<file path="config.mk">
export PLATFORM = sky130hd
export DESIGN_NAME = operand_address_generator
export DESIGN_NICKNAME = d
export VERILOG_FILES = /design/src/hw/opgen_pkg.sv /design/src/hw/operand_address_generator.sv /design/src/hw/operand_alu.sv
export VERILOG_INCLUDE_DIRS = /design/src /design/src/hw
export SDC_FILE = /design/constraint.sdc
export NUM_CORES = 1
export LEC_CHECK = 0
export ABC_AREA = 0
export BUFFER_PORTS_ARGS = -buffer_cell sky130_fd_sc_hd__clkbuf_2
export CORE_MARGIN = 10
export CORE_UTILIZATION = 40
export DETAILED_ROUTE_END_ITERATION = 12
export HOLD_SLACK_MARGIN = 0.03
export SYNTH_ARGS = -nofsm -noshare
export SYNTH_HDL_FRONTEND = slang
export SYNTH_HIERARCHICAL = 1
export SYNTH_SLANG_ARGS = --single-unit
export TNS_END_PERCENT = 50
</file>
<file path="constraint.sdc">
create_clock -name core_clk_i -period 12 [get_ports core_clk_i]
set_input_delay 1.2 -clock core_clk_i [delete_from_list [all_inputs] [get_ports core_clk_i]]
set_output_delay 1.2 -clock core_clk_i [all_outputs]
set_load 0.01 [all_outputs]
</file>
<file path="src/hw/opgen_consts.svh">
// constant definitions for the operand address generator
`ifndef OPGEN_CONSTS_SVH
`define OPGEN_CONSTS_SVH
`define ADDR_W 16
`define BYTE_W 8
`define ZERO_BYTE 8'h00
`define ZERO_ADDR 16'h0000
`define STACK_PAGE 8'h01
`define RESET_SP 8'hFD
`define RESET_FLAGS 8'h24
`define FLAG_C 0
`define FLAG_Z 1
`define FLAG_I 2
`define FLAG_D 3
`define FLAG_B 4
`define FLAG_V 6
`define FLAG_N 7
`define BRK_VECTOR_LO 16'hFFFE
`endif

</file>
<file path="src/hw/opgen_pkg.sv">
// types shared by the operand address generator files
package opgen_pkg;
	typedef enum logic [3:0] {
		mode_implied = 4'h0,
		mode_accumulator = 4'h1,
		mode_immediate = 4'h2,
		mode_absolute = 4'h3,
		mode_zero_page = 4'h4,
		mode_zero_page_x = 4'h5,
		mode_zero_page_y = 4'h6,
		mode_absolute_x = 4'h7,
		mode_absolute_y = 4'h8
	} addr_mode_t;
	typedef enum logic [5:0] {
		op_add_with_carry = 6'h00, op_subtract_with_borrow = 6'h01,
		op_bitwise_and = 6'h02, op_bitwise_or = 6'h03, op_bitwise_xor = 6'h04,
		op_bit_test = 6'h05, op_shift_left = 6'h06, op_shift_right = 6'h07,
		op_rotate_left = 6'h08, op_rotate_right = 6'h09,
		op_compare_acc = 6'h0A, op_compare_x = 6'h0B, op_compare_y = 6'h0C,
		op_load_accumulator = 6'h0D, op_load_x = 6'h0E, op_load_y = 6'h0F,
		op_store_accumulator = 6'h10, op_store_x = 6'h11, op_store_y = 6'h12,
		op_memory_plus_one = 6'h13, op_memory_minus_one = 6'h14,
		op_x_plus_one = 6'h15, op_y_plus_one = 6'h16,
		op_x_minus_one = 6'h17, op_y_minus_one = 6'h18,
		op_copy_acc_to_x = 6'h19, op_copy_acc_to_y = 6'h1A, op_copy_sp_to_x = 6'h1B,
		op_copy_x_to_acc = 6'h1C, op_copy_x_to_sp = 6'h1D, op_copy_y_to_acc = 6'h1E,
		op_clear_carry = 6'h1F, op_clear_decimal = 6'h20, op_clear_irq_mask = 6'h21,
		op_clear_overflow = 6'h22, op_set_carry = 6'h23, op_set_decimal = 6'h24,
		op_set_irq_mask = 6'h25,
		op_push_accumulator = 6'h26, op_push_flags = 6'h27,
		op_pull_accumulator = 6'h28, op_pull_flags = 6'h29,
		op_branch_if_carry_clear = 6'h2A, op_branch_if_carry_set = 6'h2B,
		op_branch_if_zero = 6'h2C, op_branch_if_nonzero = 6'h2D,
		op_branch_if_negative = 6'h2E, op_branch_if_positive = 6'h2F,
		op_branch_if_overflow_clear = 6'h30, op_branch_if_overflow_set = 6'h31,
		op_jump = 6'h32, op_call_subroutine = 6'h33, op_subroutine_return = 6'h34,
		op_interrupt_return = 6'h35, op_software_break = 6'h36,
		op_idle_instruction = 6'h37
	} op_t;
	typedef enum logic [5:0] {
		st_idle = 6'b000001,
		st_fetch_lo = 6'b000010,
		st_fetch_hi = 6'b000100,
		st_mem_read = 6'b001000,
		st_execute = 6'b010000,
		st_write = 6'b100000
	} state_t;
endpackage

</file>
<file path="src/hw/operand_address_generator.sv">
// instruction sequencer with operand effective-address formation
`include "opgen_consts.svh"
`timescale 1ns/10ps
`default_nettype none
module operand_address_generator
	import opgen_pkg::*;
#(
	parameter int AW = `ADDR_W,
	parameter int DW = `BYTE_W
) (
	input wire logic core_clk_i,
	input wire logic reset_i,
	input wire logic clk_en_i,
	input wire logic start_i,
	input wire opgen_pkg::op_t op_i,
	input wire opgen_pkg::addr_mode_t mode_i,
	input wire logic [DW-1:0] branch_offset_i,
	input wire logic [DW-1:0] mem_rdata_i,
	input wire logic mem_ready_i,
	output logic busy_o,
	output logic done_o,
	output logic mem_req_o,
	output logic mem_we_o,
	output logic [AW-1:0] mem_addr_o,
	output logic [DW-1:0] mem_wdata_o,
	output logic [AW-1:0] pc_o,
	output logic [AW-1:0] ea_o,
	output logic [DW-1:0] acc_o,
	output logic [DW-1:0] x_o,
	output logic [DW-1:0] y_o,
	output logic [DW-1:0] sp_o,
	output logic [DW-1:0] flags_o
);
	import opgen_pkg::*;

	////////////////////////////////////////////////////////////////////////
	// state
	state_t state_reg, state_next;
	op_t op_reg;
	addr_mode_t mode_reg;
	logic [DW-1:0] lo_reg, operand_reg, acc_reg, x_reg, y_reg, sp_reg, p_reg;
	logic [AW-1:0] pc_reg, ea_reg, addr_reg;
	logic [DW-1:0] wdata_reg;
	logic req_reg, we_reg, done_reg;
	logic [DW-1:0] rdata_s1, rdata_s2;
	logic ready_s1, ready_s2;
	logic ready_s3, ready_ack;

	// memory answers come from the pins, so two flops before use
	always_ff @(posedge core_clk_i) begin
		if (reset_i) begin
			rdata_s1 <= `ZERO_BYTE;
			rdata_s2 <= `ZERO_BYTE;
			ready_s1 <= 1'b0;
			ready_s2 <= 1'b0;
			ready_s3 <= 1'b0;
		end else if (clk_en_i) begin
			rdata_s1 <= mem_rdata_i;
			rdata_s2 <= rdata_s1;
			ready_s1 <= mem_ready_i;
			ready_s2 <= ready_s1;
			ready_s3 <= ready_s2;
		end
	end
	// ready is a level that lingers two cycles after the request moves,
	// so only its rising edge completes an access
	assign ready_ack = ready_s2 && !ready_s3;

	////////////////////////////////////////////////////////////////////////
	// address arithmetic
	logic [DW-1:0] index_val;
	logic [DW:0] low_sum;
	logic [AW-1:0] ea_calc;
	logic is_indexed_x;
	logic two_bytes, one_byte, needs_read, needs_write, is_rmw, writes_back;

	assign is_indexed_x = (mode_reg == mode_zero_page_x || mode_reg == mode_absolute_x);
	assign index_val = is_indexed_x ? x_reg : y_reg;
	// low-byte add keeps its carry for the absolute indexed case
	assign low_sum = {1'b0, lo_reg} + {1'b0, index_val};
	always_comb begin
		case (mode_reg)
			mode_absolute: ea_calc = {rdata_s2, lo_reg};
			mode_zero_page: ea_calc = {`ZERO_BYTE, lo_reg};
			mode_zero_page_x, mode_zero_page_y:
				ea_calc = {`ZERO_BYTE, low_sum[DW-1:0]};
			mode_absolute_x, mode_absolute_y:
				ea_calc = {rdata_s2 + {{(DW-1){1'b0}}, low_sum[DW]}, low_sum[DW-1:0]};
			default: ea_calc = `ZERO_ADDR;
		endcase
	end

	// implied, accumulator and immediate forms take no address bytes
	assign two_bytes = (mode_reg == mode_absolute || mode_reg == mode_absolute_x ||
		mode_reg == mode_absolute_y);
	assign one_byte = (mode_reg == mode_zero_page || mode_reg == mode_zero_page_x ||
		mode_reg == mode_zero_page_y);
	assign needs_write = (op_reg == op_store_accumulator || op_reg == op_store_x ||
		op_reg == op_store_y);
	assign is_rmw = (op_reg == op_shift_left || op_reg == op_shift_right ||
		op_reg == op_rotate_left || op_reg == op_rotate_right ||
		op_reg == op_memory_plus_one || op_reg == op_memory_minus_one);
	assign needs_read = !needs_write && (op_reg != op_jump) && (one_byte || two_bytes);
	assign writes_back = is_rmw && (one_byte || two_bytes);

	////////////////////////////////////////////////////////////////////////
	// alu
	logic [DW-1:0] alu_a, alu_b, alu_res;
	logic alu_c, alu_v;
	always_comb begin
		case (op_reg)
			op_compare_x: alu_a = x_reg;
			op_compare_y: alu_a = y_reg;
			default: alu_a = acc_reg;
		endcase
		case (op_reg)
			op_x_plus_one, op_x_minus_one: alu_b = x_reg;
			op_y_plus_one, op_y_minus_one: alu_b = y_reg;
			default: alu_b = (mode_reg == mode_accumulator) ? acc_reg : operand_reg;
		endcase
	end
	operand_alu #(.WIDTH(DW)) alu_u (
		.op_i(op_reg),
		.a_i(alu_a),
		.b_i(alu_b),
		.carry_i(p_reg[`FLAG_C]),
		.decimal_i(p_reg[`FLAG_D]),
		.result_o(alu_res),
		.carry_o(alu_c),
		.overflow_o(alu_v)
	);

	////////////////////////////////////////////////////////////////////////
	// sequencer
	always_comb begin
		state_next = state_reg;
		case (state_reg)
			st_idle: if (start_i) begin
				state_next = st_fetch_lo;
			end
			st_fetch_lo: if (mode_reg == mode_immediate || one_byte || two_bytes) begin
				if (ready_ack) begin
					state_next = two_bytes ? st_fetch_hi : (needs_read ? st_mem_read :
						(needs_write ? st_write : st_execute));
				end
			end else begin
				state_next = st_execute;
			end
			st_fetch_hi: if (ready_ack) begin
				state_next = needs_read ? st_mem_read : (needs_write ? st_write : st_execute);
			end
			st_mem_read: if (ready_ack) begin
				state_next = st_execute;
			end
			st_execute: state_next = writes_back ? st_write : st_idle;
			st_write: if (ready_ack) begin
				state_next = st_idle;
			end
			default: state_next = st_idle;
		endcase
	end

	always_ff @(posedge core_clk_i) begin
		if (reset_i) begin
			state_reg <= st_idle;
		end else if (clk_en_i) begin
			state_reg <= state_next;
		end
	end

	// latch the decoded instruction at start
	always_ff @(posedge core_clk_i) begin
		if (reset_i) begin
			op_reg <= op_idle_instruction;
			mode_reg <= mode_implied;
		end else if (clk_en_i && state_reg == st_idle && start_i) begin
			op_reg <= op_i;
			mode_reg <= mode_i;
		end
	end

	// operand bytes and effective address capture
	always_ff @(posedge core_clk_i) begin
		if (reset_i) begin
			lo_reg <= `ZERO_BYTE;
			operand_reg <= `ZERO_BYTE;
			ea_reg <= `ZERO_ADDR;
		end else if (clk_en_i && ready_ack) begin
			if (state_reg == st_fetch_lo) begin
				lo_reg <= rdata_s2;
				if (mode_reg == mode_immediate) begin
					operand_reg <= rdata_s2;
				end else if (one_byte) begin
					ea_reg <= mode_reg == mode_zero_page ? {`ZERO_BYTE, rdata_s2} :
						{`ZERO_BYTE, rdata_s2 + index_val};
				end
			end else if (state_reg == st_fetch_hi) begin
				ea_reg <= ea_calc;
			end else if (state_reg == st_mem_read) begin
				operand_reg <= rdata_s2;
			end
		end
	end

	////////////////////////////////////////////////////////////////////////
	// memory request port: one request per access, held until ready
	logic [AW-1:0] next_addr;
	always_comb begin
		case (state_next)
			st_fetch_lo, st_fetch_hi: next_addr = (state_reg == st_idle) ? pc_reg :
				pc_reg + {{(AW-1){1'b0}}, 1'b1};
			st_mem_read, st_write: next_addr = (state_reg == st_fetch_hi) ? ea_calc : ea_reg;
			default: next_addr = addr_reg;
		endcase
		if (state_reg == st_fetch_lo && state_next != st_fetch_hi && one_byte) begin
			next_addr = (mode_reg == mode_zero_page) ? {`ZERO_BYTE, rdata_s2} :
				{`ZERO_BYTE, rdata_s2 + index_val};
		end
	end

	always_ff @(posedge core_clk_i) begin
		if (reset_i) begin
			req_reg <= 1'b0;
			we_reg <= 1'b0;
			addr_reg <= `ZERO_ADDR;
		end else if (clk_en_i) begin
			if (state_next != state_reg || (state_reg == st_fetch_lo && ready_ack &&
				state_next == st_fetch_lo)) begin
				// at the start edge mode_reg is still stale, so decode mode_i there
				req_reg <= (state_next == st_fetch_lo && (state_reg == st_idle ?
					!(mode_i inside {mode_implied, mode_accumulator}) :
					(mode_reg == mode_immediate || one_byte || two_bytes))) ||
					state_next == st_fetch_hi || state_next == st_mem_read ||
					state_next == st_write;
				we_reg <= state_next == st_write;
				addr_reg <= next_addr;
			end else if (ready_ack) begin
				req_reg <= 1'b0;
			end
		end
	end

	// store data or the modified value for read-modify-write
	always_ff @(posedge core_clk_i) begin
		if (reset_i) begin
			wdata_reg <= `ZERO_BYTE;
		end else if (clk_en_i && state_next == st_write) begin
			case (op_reg)
				op_store_accumulator: wdata_reg <= acc_reg;
				op_store_x: wdata_reg <= x_reg;
				op_store_y: wdata_reg <= y_reg;
				default: wdata_reg <= alu_res;
			endcase
		end
	end

	////////////////////////////////////////////////////////////////////////
	// execute: registers, flags, program counter
	logic branch_taken;
	always_comb begin
		case (op_reg)
			op_branch_if_carry_clear: branch_taken = !p_reg[`FLAG_C];
			op_branch_if_carry_set: branch_taken = p_reg[`FLAG_C];
			op_branch_if_zero: branch_taken = p_reg[`FLAG_Z];
			op_branch_if_nonzero: branch_taken = !p_reg[`FLAG_Z];
			op_branch_if_negative: branch_taken = p_reg[`FLAG_N];
			op_branch_if_positive: branch_taken = !p_reg[`FLAG_N];
			op_branch_if_overflow_clear: branch_taken = !p_reg[`FLAG_V];
			op_branch_if_overflow_set: branch_taken = p_reg[`FLAG_V];
			default: branch_taken = 1'b0;
		endcase
	end

	logic exec;
	assign exec = clk_en_i && state_reg == st_execute;

	always_ff @(posedge core_clk_i) begin
		if (reset_i) begin
			acc_reg <= `ZERO_BYTE;
			x_reg <= `ZERO_BYTE;
			y_reg <= `ZERO_BYTE;
			sp_reg <= `RESET_SP;
		end else if (exec) begin
			case (op_reg)
				op_add_with_carry, op_subtract_with_borrow, op_bitwise_and,
				op_bitwise_or, op_bitwise_xor: acc_reg <= alu_res;
				op_shift_left, op_shift_right, op_rotate_left, op_rotate_right:
					if (mode_reg == mode_accumulator) begin
						acc_reg <= alu_res;
					end
				op_load_accumulator: acc_reg <= operand_reg;
				op_load_x: x_reg <= operand_reg;
				op_load_y: y_reg <= operand_reg;
				op_x_plus_one, op_x_minus_one: x_reg <= alu_res;
				op_y_plus_one, op_y_minus_one: y_reg <= alu_res;
				op_copy_acc_to_x: x_reg <= acc_reg;
				op_copy_acc_to_y: y_reg <= acc_reg;
				op_copy_sp_to_x: x_reg <= sp_reg;
				op_copy_x_to_acc: acc_reg <= x_reg;
				op_copy_x_to_sp: sp_reg <= x_reg;
				op_copy_y_to_acc: acc_reg <= y_reg;
				// stack is kept as pointer movement only; data lives off-block
				op_push_accumulator, op_push_flags: sp_reg <= sp_reg - 8'h01;
				op_pull_accumulator, op_pull_flags: sp_reg <= sp_reg + 8'h01;
				default: begin
				end
			endcase
		end
	end

	// flag updates; compares never write the compared register
	always_ff @(posedge core_clk_i) begin
		if (reset_i) begin
			p_reg <= `RESET_FLAGS;
		end else if (exec) begin
			case (op_reg)
				op_clear_carry: p_reg[`FLAG_C] <= 1'b0;
				op_clear_decimal: p_reg[`FLAG_D] <= 1'b0;
				op_clear_irq_mask: p_reg[`FLAG_I] <= 1'b0;
				op_clear_overflow: p_reg[`FLAG_V] <= 1'b0;
				op_set_carry: p_reg[`FLAG_C] <= 1'b1;
				op_set_decimal: p_reg[`FLAG_D] <= 1'b1;
				op_set_irq_mask, op_software_break: p_reg[`FLAG_I] <= 1'b1;
				op_add_with_carry, op_subtract_with_borrow: begin
					p_reg[`FLAG_C] <= alu_c;
					p_reg[`FLAG_V] <= alu_v;
					p_reg[`FLAG_Z] <= alu_res == `ZERO_BYTE;
					p_reg[`FLAG_N] <= alu_res[DW-1];
				end
				op_compare_acc, op_compare_x, op_compare_y: begin
					p_reg[`FLAG_C] <= alu_c;
					p_reg[`FLAG_Z] <= alu_res == `ZERO_BYTE;
					p_reg[`FLAG_N] <= alu_res[DW-1];
				end
				op_bit_test: begin
					p_reg[`FLAG_Z] <= alu_res == `ZERO_BYTE;
					p_reg[`FLAG_V] <= operand_reg[DW-2];
					p_reg[`FLAG_N] <= operand_reg[DW-1];
				end
				op_shift_left, op_shift_right, op_rotate_left, op_rotate_right: begin
					p_reg[`FLAG_C] <= alu_c;
					p_reg[`FLAG_Z] <= alu_res == `ZERO_BYTE;
					p_reg[`FLAG_N] <= alu_res[DW-1];
				end
				op_load_accumulator, op_load_x, op_load_y: begin
					p_reg[`FLAG_Z] <= operand_reg == `ZERO_BYTE;
					p_reg[`FLAG_N] <= operand_reg[DW-1];
				end
				op_pull_flags: p_reg <= operand_reg;
				op_bitwise_and, op_bitwise_or, op_bitwise_xor, op_memory_plus_one,
				op_memory_minus_one, op_x_plus_one, op_x_minus_one, op_y_plus_one,
				op_y_minus_one: begin
					p_reg[`FLAG_Z] <= alu_res == `ZERO_BYTE;
					p_reg[`FLAG_N] <= alu_res[DW-1];
				end
				default: begin
				end
			endcase
		end
	end

	// program counter: past the consumed bytes, or redirected
	logic [1:0] inst_len;
	assign inst_len = two_bytes ? 2'd3 : ((one_byte || mode_reg == mode_immediate) ?
		2'd2 : 2'd1);
	always_ff @(posedge core_clk_i) begin
		if (reset_i) begin
			pc_reg <= `ZERO_ADDR;
		end else if (exec) begin
			case (op_reg)
				op_jump, op_call_subroutine: pc_reg <= ea_reg;
				op_software_break: pc_reg <= `BRK_VECTOR_LO;
				default: pc_reg <= pc_reg + {{(AW-2){1'b0}}, inst_len} +
					(branch_taken ? {{(AW-DW){branch_offset_i[DW-1]}}, branch_offset_i}
					: `ZERO_ADDR);
			endcase
		end
	end

	always_ff @(posedge core_clk_i) begin
		if (reset_i) begin
			done_reg <= 1'b0;
		end else if (clk_en_i) begin
			done_reg <= state_reg != st_idle && state_next == st_idle;
		end
	end

	////////////////////////////////////////////////////////////////////////
	// outputs
	assign busy_o = state_reg != st_idle;
	assign done_o = done_reg;
	assign mem_req_o = req_reg;
	assign mem_we_o = we_reg;
	assign mem_addr_o = addr_reg;
	assign mem_wdata_o = wdata_reg;
	assign pc_o = pc_reg;
	assign ea_o = ea_reg;
	assign acc_o = acc_reg;
	assign x_o = x_reg;
	assign y_o = y_reg;
	assign sp_o = sp_reg;
	assign flags_o = p_reg;
endmodule
`default_nettype wire

</file>
<file path="src/hw/operand_alu.sv">
// arithmetic and logic unit for one instruction step
`timescale 1ns/10ps
`default_nettype none
module operand_alu
	import opgen_pkg::*;
#(
	parameter int WIDTH = 8
) (
	input wire opgen_pkg::op_t op_i,
	input wire logic [WIDTH-1:0] a_i,
	input wire logic [WIDTH-1:0] b_i,
	input wire logic carry_i,
	input wire logic decimal_i,
	output logic [WIDTH-1:0] result_o,
	output logic carry_o,
	output logic overflow_o
);
	logic [WIDTH:0] sum;
	logic [WIDTH-1:0] addend;
	// subtraction adds the complement; decimal correction is not modelled
	always_comb begin
		addend = (op_i == op_subtract_with_borrow || op_i == op_compare_acc ||
			op_i == op_compare_x || op_i == op_compare_y) ? ~b_i : b_i;
		sum = {1'b0, a_i} + {1'b0, addend} +
			{{WIDTH{1'b0}}, (op_i == op_add_with_carry || op_i == op_subtract_with_borrow)
			? carry_i : 1'b1};
		result_o = sum[WIDTH-1:0];
		carry_o = sum[WIDTH];
		overflow_o = (a_i[WIDTH-1] == addend[WIDTH-1]) && (sum[WIDTH-1] != a_i[WIDTH-1]);
		case (op_i)
			op_add_with_carry, op_subtract_with_borrow: begin
			end
			op_compare_acc, op_compare_x, op_compare_y: begin
				overflow_o = 1'b0;
			end
			op_bitwise_and, op_bit_test: begin
				result_o = a_i & b_i;
				carry_o = carry_i;
				overflow_o = b_i[WIDTH-2];
			end
			op_bitwise_or: begin
				result_o = a_i | b_i;
				carry_o = carry_i;
				overflow_o = 1'b0;
			end
			op_bitwise_xor: begin
				result_o = a_i ^ b_i;
				carry_o = carry_i;
				overflow_o = 1'b0;
			end
			op_shift_left, op_rotate_left: begin
				result_o = {b_i[WIDTH-2:0], (op_i == op_rotate_left) ? carry_i : 1'b0};
				carry_o = b_i[WIDTH-1];
				overflow_o = 1'b0;
			end
			op_shift_right, op_rotate_right: begin
				result_o = {(op_i == op_rotate_right) ? carry_i : 1'b0, b_i[WIDTH-1:1]};
				carry_o = b_i[0];
				overflow_o = 1'b0;
			end
			op_memory_plus_one, op_x_plus_one, op_y_plus_one: begin
				result_o = b_i + {{(WIDTH-1){1'b0}}, 1'b1};
				carry_o = carry_i;
				overflow_o = 1'b0;
			end
			op_memory_minus_one, op_x_minus_one, op_y_minus_one: begin
				result_o = b_i - {{(WIDTH-1){1'b0}}, 1'b1};
				carry_o = carry_i;
				overflow_o = 1'b0;
			end
			default: begin
				result_o = b_i;
				carry_o = carry_i;
				overflow_o = 1'b0;
			end
		endcase
	end
endmodule
`default_nettype wire

</file>
==> impl_metrics.toml, run 1 <==
[routing]
firstDrtPassIters = 5
drt_iter0_markers = 1319
wl_um = 47000
wire_per_inst_um = 22.5
vias = 13000
final_antenna_net_count = 0
route.detailed.drc = 0
viasPerCell = 6.22

[setup_path]
startpoint_type = "flop"
worstSetupPathType = "reg -> reg"
crit_arrival_ns = 6.41
cp-end-kind = "flop"
r2r_slack_ns = 5.96
critPathRequiredTime_ns = 12.38
path_max_fanout = 73

[sta]
maxSlewHeadroom = 0.157
final-setup-viol-count = 0
report.final.slew_viol_count = 0
hold_viol_final = 0
fin_crit_ns = 6.04
finalSetupTns_ns = 0
finalClockSkew_ns = 0.0127
fin_ws_ns = 5.96
rsz0062_at_grt = "false"
max_freq_mhz = 166
hold_slack_ns = 0.465
period_share = 0.503
tightest_slew_ns = 1.26

[global_routing]
grt_pass1_vias = 12100
grt_overflow = 0
track_usage = 0.232
gr-usage-met1 = 0.306
grt_start_max_net_pins = 74
grt_first_pass_wirelength_um = 72100
top_usage_layer = "met2"
grtUsageMet3 = 0.0438
grt_antenna_before_repair = 0
use_met2 = 0.379

[synth]
yosysWarnings = 6
ys_types = 93
synthTopCellsByArea = "dfxtp_1, ha_1, nand2_1"
syn_area_um2 = 12500
syn-num-nets = 1735
synth_ff_type = "dfxtp_1"
yosysSeqAreaShare = 0.240
syn_area_per_cell_um2 = 7.73
synthCells = 1615
ys_seq_elements = 150
yosysTopAreaCell = "dfxtp_1"
yosys.area.top_type_share = 0.240
synth_edf_count = 0
async_flop_share = 0

[clock_network]
ctsHoldBuffers = 0
clk_pin_slew_ns = 0.07
clk_path_buf_depth = 2
clock-sinks = 150
clock-root-buffer = "clkbuf_16"
cts_tree = "built"
worstSkewPairLatency_ns = 0.45
cts-buffers-inserted = 17
post_cts_buffers = 0
h-tree-depth = 4
ctsResizeCount = 0

[floorplanning]
row_count = 64
core_area_um2 = 30700
die_w_um = 197
start_util = 0.407
die-area_um2 = 38700
io_pins = 131
fp.dieH_um = 197

[power]
ir_worst_vdd_mv = 0.0969
powerDensity_nw_per_um2 = 87.9
p_leak_nw = 5.50

[flow_run]
drv_cap = 0

[placed_design]
numPortBuffers = 130
placed_area_um2 = 13300
hpwl_um = 34500
gp_congestion = 0.969
place_ws_ns = 6.13

[final_layout]
fin_util = 0.452
fin_nets = 1799
drive_gt1_frac = 0.133
antenna_cells = 0
area.growth.synth_to_final_pct = 11.0
post-route-cell-area_um2 = 13900

[worst_hold_path]
hp-class = "reg -> reg"

[status]
status = "complete, no violations"
-- kinds of logic (layout without fill, tap and decap cells) --
logic type	after synthesis	count (layout)	share of synthesized area
DFF	150	150	0.240
and+or+nand+nor	577	577	0.227
buffers and inverters	156	232	0.0546
adders and majority gates	89	89	0.0946
AOI/OAI and AO/OA	507	507	0.280
xor gates and xnor gates	61	61	0.0428
muxes	75	75	0.0611
-- through the flow --
step	cells	total power, mW
2_1_floorplan	1615	0.646
3_3_place_gp	2056	0.690
3_5_place_dp	2056	0.691
4_1_cts	2087	1.22
5_1_grt	2087	1.26
6_report	2087	1.22
-- area by class of cell --
cell class                      count  area [um2]
Sequential cell                   150        3010
Inverter                           55         206
Fill cell                        3109       16800
Clock buffer                       18         439
Timing Repair Buffer              146         773
Multi-Input combinational cell   1309        8820
Clock inverter                     13         123
Tap cell                          396         495
-- routing by layer --
metal | part of all wire | routed length (um)
met5 | 0 | 0
met4 | 0.024 | 1110
met3 | 0.073 | 3450
met2 | 0.47 | 22000
met1 | 0.44 | 20500
-- Yosys cell counts, types with 10 or more instances --
| cell type | count |
|---|---|
| nand2_1 | 180 |
| nor2_1 | 157 |
| dfxtp_1 | 150 |
| o21ai_0 | 103 |
| a21oi_1 | 102 |
| ha_1 | 80 |
| mux2i_1 | 65 |
| clkbuf_1 | 59 |
| inv_1 | 53 |
| xnor2_1 | 44 |
| nand3_1 | 41 |
| a22oi_1 | 40 |
| o211ai_1 | 40 |
| a31oi_1 | 34 |
| nor2b_1 | 33 |
| nand2b_1 | 30 |
| nor3_1 | 28 |
| a211oi_1 | 25 |
| buf_2 | 19 |
| a221oi_1 | 17 |
| xor2_1 | 17 |
| nand4_1 | 15 |
| a21o_1 | 13 |
| and3_1 | 13 |
| nor4_1 | 13 |
| buf_1 | 12 |
| a221o_1 | 11 |
| a311oi_1 | 11 |
| mux2_2 | 10 |
-- critical path, stage by stage, from the launching register on --
cell and delay, ns:
dfxtp_2 0.31, buf_4 0.62, o21ai_0 0.27, and2_1 0.44, or2_2 0.46, o21ai_0 0.47, inv_1 0.25, xnor2_1 0.20
fa_1 0.44, a21oi_1 0.22, o211ai_1 0.17, o41ai_1 0.53, xnor2_1 0.14, a22oi_1 0.17, nand2_1 0.19, or4_1 0.44
nor3_1 0.15, o311ai_0 0.16, o41ai_1 0.09, a211oi_1 0.09, nor3_1 0.13
-- layout by cell type, fill, tap and decap left out, types with 25 or more instances in the layout --
cell type	n
a31oi_1	34
a22oi_1	40
a211oi_1	25
clkbuf_2	129
o21ai_0	103
ha_1	80
xnor2_1	44
nand3_1	41
nor3_1	28
o211ai_1	40
a21oi_1	102
nand2_1	180
mux2i_1	65
dfxtp_1	148
nand2b_1	30
nor2_1	157
nor2b_1	33
inv_1	53
-- report_power, final --
| part | leakage (nW) | internal, mW | switching, mW |
|---|---|---|---|
| sequential | 1.21 | 0.508 | 0.0138 |
| clock | 0.277 | 0.292 | 0.243 |
| combinational | 4.01 | 0.0536 | 0.108 |
-- final timing paths --
path,from,end,cells after the start
worst max register to register,op_reg[1]$_SDFFE_PP1P_,flags_o[1]$_SDFFE_PP0P_,20
worst max-delay path,op_reg[1]$_SDFFE_PP1P_,flags_o[1]$_SDFFE_PP0P_,20
worst min register to register,mem_addr_o[14]$_SDFFE_PP0P_,mem_addr_o[14]$_SDFFE_PP0P_,1
worst min-delay path,mem_addr_o[14]$_SDFFE_PP0P_,mem_addr_o[14]$_SDFFE_PP0P_,1
(Power assumes the default switching activity.)
==> inputs of run 2 (changes only) <==
Clock period 12 ns to 6 ns, I/O delays scaled along.
==> run 2 against run 1 <==
Against the previous run: sequential power is 100% higher; critical endpoint is now pc_o[15]$_SDFFE_PP0P_; non-clock buffer count rose by 24; global-route usage rose by 0.21 points; worst hold slack lost 0.077 ns; die area did not move; utilization increased by 0.66 points; clock power up 110%; cell count is 1.2% higher.
==> impl_metrics.toml, run 2 (synthesis results as in run 1) <==
[routing]
met1_length_um = 20100
vias = 13200
firstDrtPassIters = 8
wire_per_inst_um = 22.3
drt_iter0_markers = 1388
route.detailed.drc = 0
routed.top_layer = "met4"
final_antenna_net_count = 0
route.met2.wl_um = 21800
wl_um = 47200
viasPerCell = 6.23
met3WireLength_um = 3820

[sta]
finalClockSkew_ns = 0.0200
hold_slack_ns = 0.388
report.final.slew_viol_count = 0
fin_crit_ns = 5.27
period_share = 0.878
tightest_slew_ns = 1.14
finalSetupTns_ns = 0
max_freq_mhz = 190
maxSlewHeadroom = 0.233
rsz0062_at_grt = "false"
final-setup-viol-count = 0
hold_viol_final = 0

[floorplanning]
start_util = 0.407
io_pins = 131
fp.dieH_um = 197
die-area_um2 = 38700
die_w_um = 197
core_area_um2 = 30700
row_count = 64

[power]
switchingPower_uw = 762
clkPwrFrac = 0.445
p_sw_frac = 0.308
comb_power_share = 0.132
ir_worst_vdd_mv = 0.189
p_leak_nw = 5.62
power.internal_mw = 1.72
power_frac_seq = 0.423
powerDensity_nw_per_um2 = 176

[setup_path]
critPathRequiredTime_ns = 6.35
path_max_fanout = 15
crit_arrival_ns = 5.62
worstSetupPathType = "reg -> reg"
cp-end-kind = "flop"
startpoint_type = "flop"

[clock_network]
ctsHoldBuffers = 0
cts-buffers-inserted = 17
clk_pin_slew_ns = 0.07
post_cts_buffers = 0
ctsResizeCount = 0
clock-root-buffer = "clkbuf_16"
h-tree-depth = 4
clock-sinks = 150
clk_path_buf_depth = 2
worstSkewPairLatency_ns = 0.45
cts_tree = "built"

[placed_design]
gp_congestion = 0.938
hpwl_um = 35200
numPortBuffers = 130

[final_layout]
layout_common_cells = "nand2_1, nor2_1, dfxtp_1"
final_common_cell = "nand2_1"
antenna_cells = 0
area.growth.synth_to_final_pct = 12.6
drive_gt1_frac = 0.146
fin_nets = 1823

[status]
status = "complete, no violations"

[global_routing]
grt_pass1_vias = 12200
grt_first_pass_wirelength_um = 72700
grt_antenna_before_repair = 0
grt_start_max_net_pins = 64
track_usage = 0.235
grt_overflow = 0

[worst_hold_path]
hp-class = "in -> reg"

[flow_run]
drv_cap = 0
[run 2: cell types whose count changed in the layout (fill, tap and decap cells not counted), sizes merged]
cell      previous run  this run
inv                 58        62
buf                 17        41
clkinvlp             1         3
clkinv               8         4
clkbuf             147       146
[run 2: worst max-delay path, stage by stage (launching register included)]
cell and delay [ns]:
dfxtp_1 0.62, and4bb_2 0.33, nor2b_1 0.15, a221oi_1 0.43
a2bb2oi_2 0.41, nor2b_1 0.12, fa_1 0.40, ha_1 0.22
fa_1 0.43, a211o_1 0.35, a2111oi_0 0.57, o211ai_1 0.18
a2111oi_0 0.40, nor3_1 0.12, xor2_1 0.18, a221oi_1 0.27
[run 2: stage by stage]
step                area, um2  instances   util  total power, mW  setup slack [ns]
detailed placement      13500       2080  0.440             1.39             0.762
global placement        13500       2080  0.440             1.39             0.945
finish                  14100       2112  0.459             2.48             0.735
floorplan               12500       1615      -             1.29             0.957
CTS                     14100       2112  0.459             2.49             0.729
global route            14100       2112  0.459             2.56             0.259
[run 2: final timing paths]
path | endpoint | depth (start not counted) | slack (ns) | start
worst min register to register | mem_addr_o[10]$_SDFFE_PP0P_ | 1 | 0.47 | mem_addr_o[10]$_SDFFE_PP0P_
worst max register to register | pc_o[15]$_SDFFE_PP0P_ | 15 | 0.73 | op_reg[2]$_SDFFE_PP1P_
worst max-delay path | pc_o[15]$_SDFFE_PP0P_ | 15 | 0.73 | op_reg[2]$_SDFFE_PP1P_
worst min-delay path | op_reg[1]$_SDFFE_PP1P_ | 3 | 0.39 | op_i[1]
[run 2: cell type report]
class	instances	area (um2)
timing repair buffer	170	953
fill	3123	16600
sequential	150	3010
clock buffer	17	425
clock inverter	15	160
inverter	55	206
multi-input combinational	1309	8820
tap	396	495
[run 2: power groups by stage]
stage | Sequential, mW | Clock, mW | Combinational [mW]
2_1_floorplan | 1.06 | 0 | 0.236
6_report | 1.05 | 1.10 | 0.327
3_3_place_gp | 1.07 | 0 | 0.319
3_5_place_dp | 1.07 | 0 | 0.321
4_1_cts | 1.05 | 1.12 | 0.322
5_1_grt | 1.05 | 1.16 | 0.355
[run 2: metal layers]
metal,up-vias,GRT usage
met4,0,0.0839
met5,-,0
met3,95,0.0446
met1,6265,0.308
met2,598,0.375
li1,6193,-
==> inputs of run 3 (changes only) <==
Settings changed: CELL_PAD_IN_SITES_DETAIL_PLACEMENT set to 1, CELL_PAD_IN_SITES_GLOBAL_PLACEMENT set to 2, CORE_UTILIZATION 40 to 36, PLACE_DENSITY_LB_ADDON set to 0.1.
==> run 3 against run 2 <==
Against the previous run: combinational power rose by 2%; setup slack worse by 0.14 ns; power increased by 0.21%; highest routed layer is now met5; critical path depth is 1 higher; critical path type unchanged; clock-buffer cell count grew 1; global-route usage increased by 1.7 points; clock power is essentially flat; sequential share of layout area about the same; fmax down 2.6%; largest power group unchanged; register-to-register slack worse by 0.14 ns; flip-flop and latch count unchanged.
==> impl_metrics.toml, run 3 (synthesis results as in run 1) <==
[clock_network]
clock-sinks = 150
clock-root-buffer = "clkbuf_16"
ctsResizeCount = 0
cts-buffers-inserted = 17
h-tree-depth = 4
post_cts_buffers = 0
cts_tree = "built"
clk_pin_slew_ns = 0.07
ctsHoldBuffers = 0
worstSkewPairLatency_ns = 0.47
clk_path_buf_depth = 2

[final_layout]
drive_gt1_frac = 0.142
layout_common_cells = "nand2_1, nor2_1, dfxtp_1"
fillers = 4261
fin_nets = 1817
final_common_cell = "nand2_1"
area.growth.synth_to_final_pct = 12.7
instances_no_fill = 2165
antenna_cells = 0

[placed_design]
place_inst = 2133
gp_congestion = 0.890
hpwl_um = 40200
numPortBuffers = 130

[setup_path]
critPathRequiredTime_ns = 6.36
startpoint_type = "flop"
cp-end-kind = "flop"
rr_worst_depth = 16
path_max_fanout = 42
worstSetupPathType = "reg -> reg"
crit_arrival_ns = 5.76

[global_routing]
grt_first_pass_wirelength_um = 82500
top_usage_layer = "met2"
gr-usage-met1 = 0.313
use_met2 = 0.431
grt_antenna_before_repair = 1
grt_start_max_net_pins = 61
grtUsageMet3 = 0.0423
grt_overflow = 0
grt_pass1_vias = 13200
track_usage = 0.252

[sta]
final-setup-viol-count = 0
period_share = 0.901
finalSetupTns_ns = 0
rsz0062_at_grt = "false"
finalClockSkew_ns = 0.0205
maxSlewHeadroom = 0.257
tightest_slew_ns = 1.11
hold_viol_final = 0
fin_crit_ns = 5.40
report.final.slew_viol_count = 0
max_freq_mhz = 185

[power]
powerDensity_nw_per_um2 = 176
p_leak_nw = 5.59
ir_worst_vdd_mv = 0.202

[status]
status = "complete, no violations"

[routing]
firstDrtPassIters = 7
wire_per_inst_um = 24.9
route.detailed.drc = 0
wl_um = 54000
viasPerCell = 6.07
final_antenna_net_count = 0
drt_iter0_markers = 825
vias = 13100

[worst_hold_path]
holdPathStages = 3
hp-class = "in -> reg"

[floorplanning]
io_pins = 131
start_util = 0.363
die_w_um = 206
die-area_um2 = 42600
row_count = 68
core_area_um2 = 34400
fp.dieH_um = 206

[flow_run]
drv_cap = 0
## run 3: cell types whose count changed in the layout (fill, tap and decap cells not counted)
cell      change
inv_8         -2
clkinv_8      -1
buf_4         -6
clkbuf_1      +1
inv_6         +2
## run 3: area by class of cell
type,instances,area [um2],area share
multi-input combinational,1309,8820,0.627
clock buffer,18,429,0.0305
timing repair buffer,164,908,0.0645
inverter,55,206,0.0147
clock inverter,14,139,0.00987
sequential,150,3010,0.213
tap,455,569,0.0404
## run 3: where the power goes
part | switching, mW | total (mW) | leakage (nW) | internal (mW)
Sequential | 0.0337 | 1.05 | 1.21 | 1.01
Clock | 0.518 | 1.10 | 0.271 | 0.582
Combinational | 0.224 | 0.334 | 4.10 | 0.110
Total | 0.776 | 2.48 | 5.59 | 1.71
## run 3: stage by stage
stage / setup slack (ns) / instance area [um2] / total power [mW] / util / hold WS [ns]
6_report: 0.596 / 14100 / 2.48 / 0.410 / 0.381
5_1_grt: 0.106 / 14100 / 2.57 / 0.410 / 0.387
4_1_cts: 0.557 / 14100 / 2.49 / 0.410 / 0.370
3_5_place_dp: 0.602 / 13500 / 1.40 / 0.393 / 0.448
3_3_place_gp: 0.725 / 13500 / 1.40 / 0.393 / 0.452
2_1_floorplan: 0.957 / 12500 / 1.29 / - / 0.449
## run 3: worst max-delay path, cell delays in order (launching register included)
cell and delay (ns):
dfxtp_1 0.36, buf_4 0.42, and4bb_2 0.32, nor2b_1 0.15, a221oi_1 0.45, a2bb2oi_2 0.40, nor2b_1 0.11, fa_1 0.37
ha_1 0.22, fa_1 0.44, a211o_1 0.35, a2111oi_0 0.57, o211ai_1 0.17, a2111oi_0 0.41, nor3_1 0.13, xor2_1 0.18
a221oi_1 0.26
## run 3: path summary, 6_finish.rpt
check                              start                          end  slack (ns)
max reg2reg       op_reg[2]$_SDFFE_PP1P_        pc_o[15]$_SDFFE_PP0P_        0.60
min                          mem_ready_i        ready_s1$_SDFFE_PP0P_        0.38
max               op_reg[2]$_SDFFE_PP1P_        pc_o[15]$_SDFFE_PP0P_        0.60
min reg2reg  mem_addr_o[12]$_SDFFE_PP0P_  mem_addr_o[12]$_SDFFE_PP0P_        0.47
## run 3: routing by layer
metal | share of wire | wire, um
met5 | 0.00037 | 20
met4 | 0.027 | 1440
met3 | 0.056 | 3030
met2 | 0.49 | 26400
met1 | 0.43 | 23100
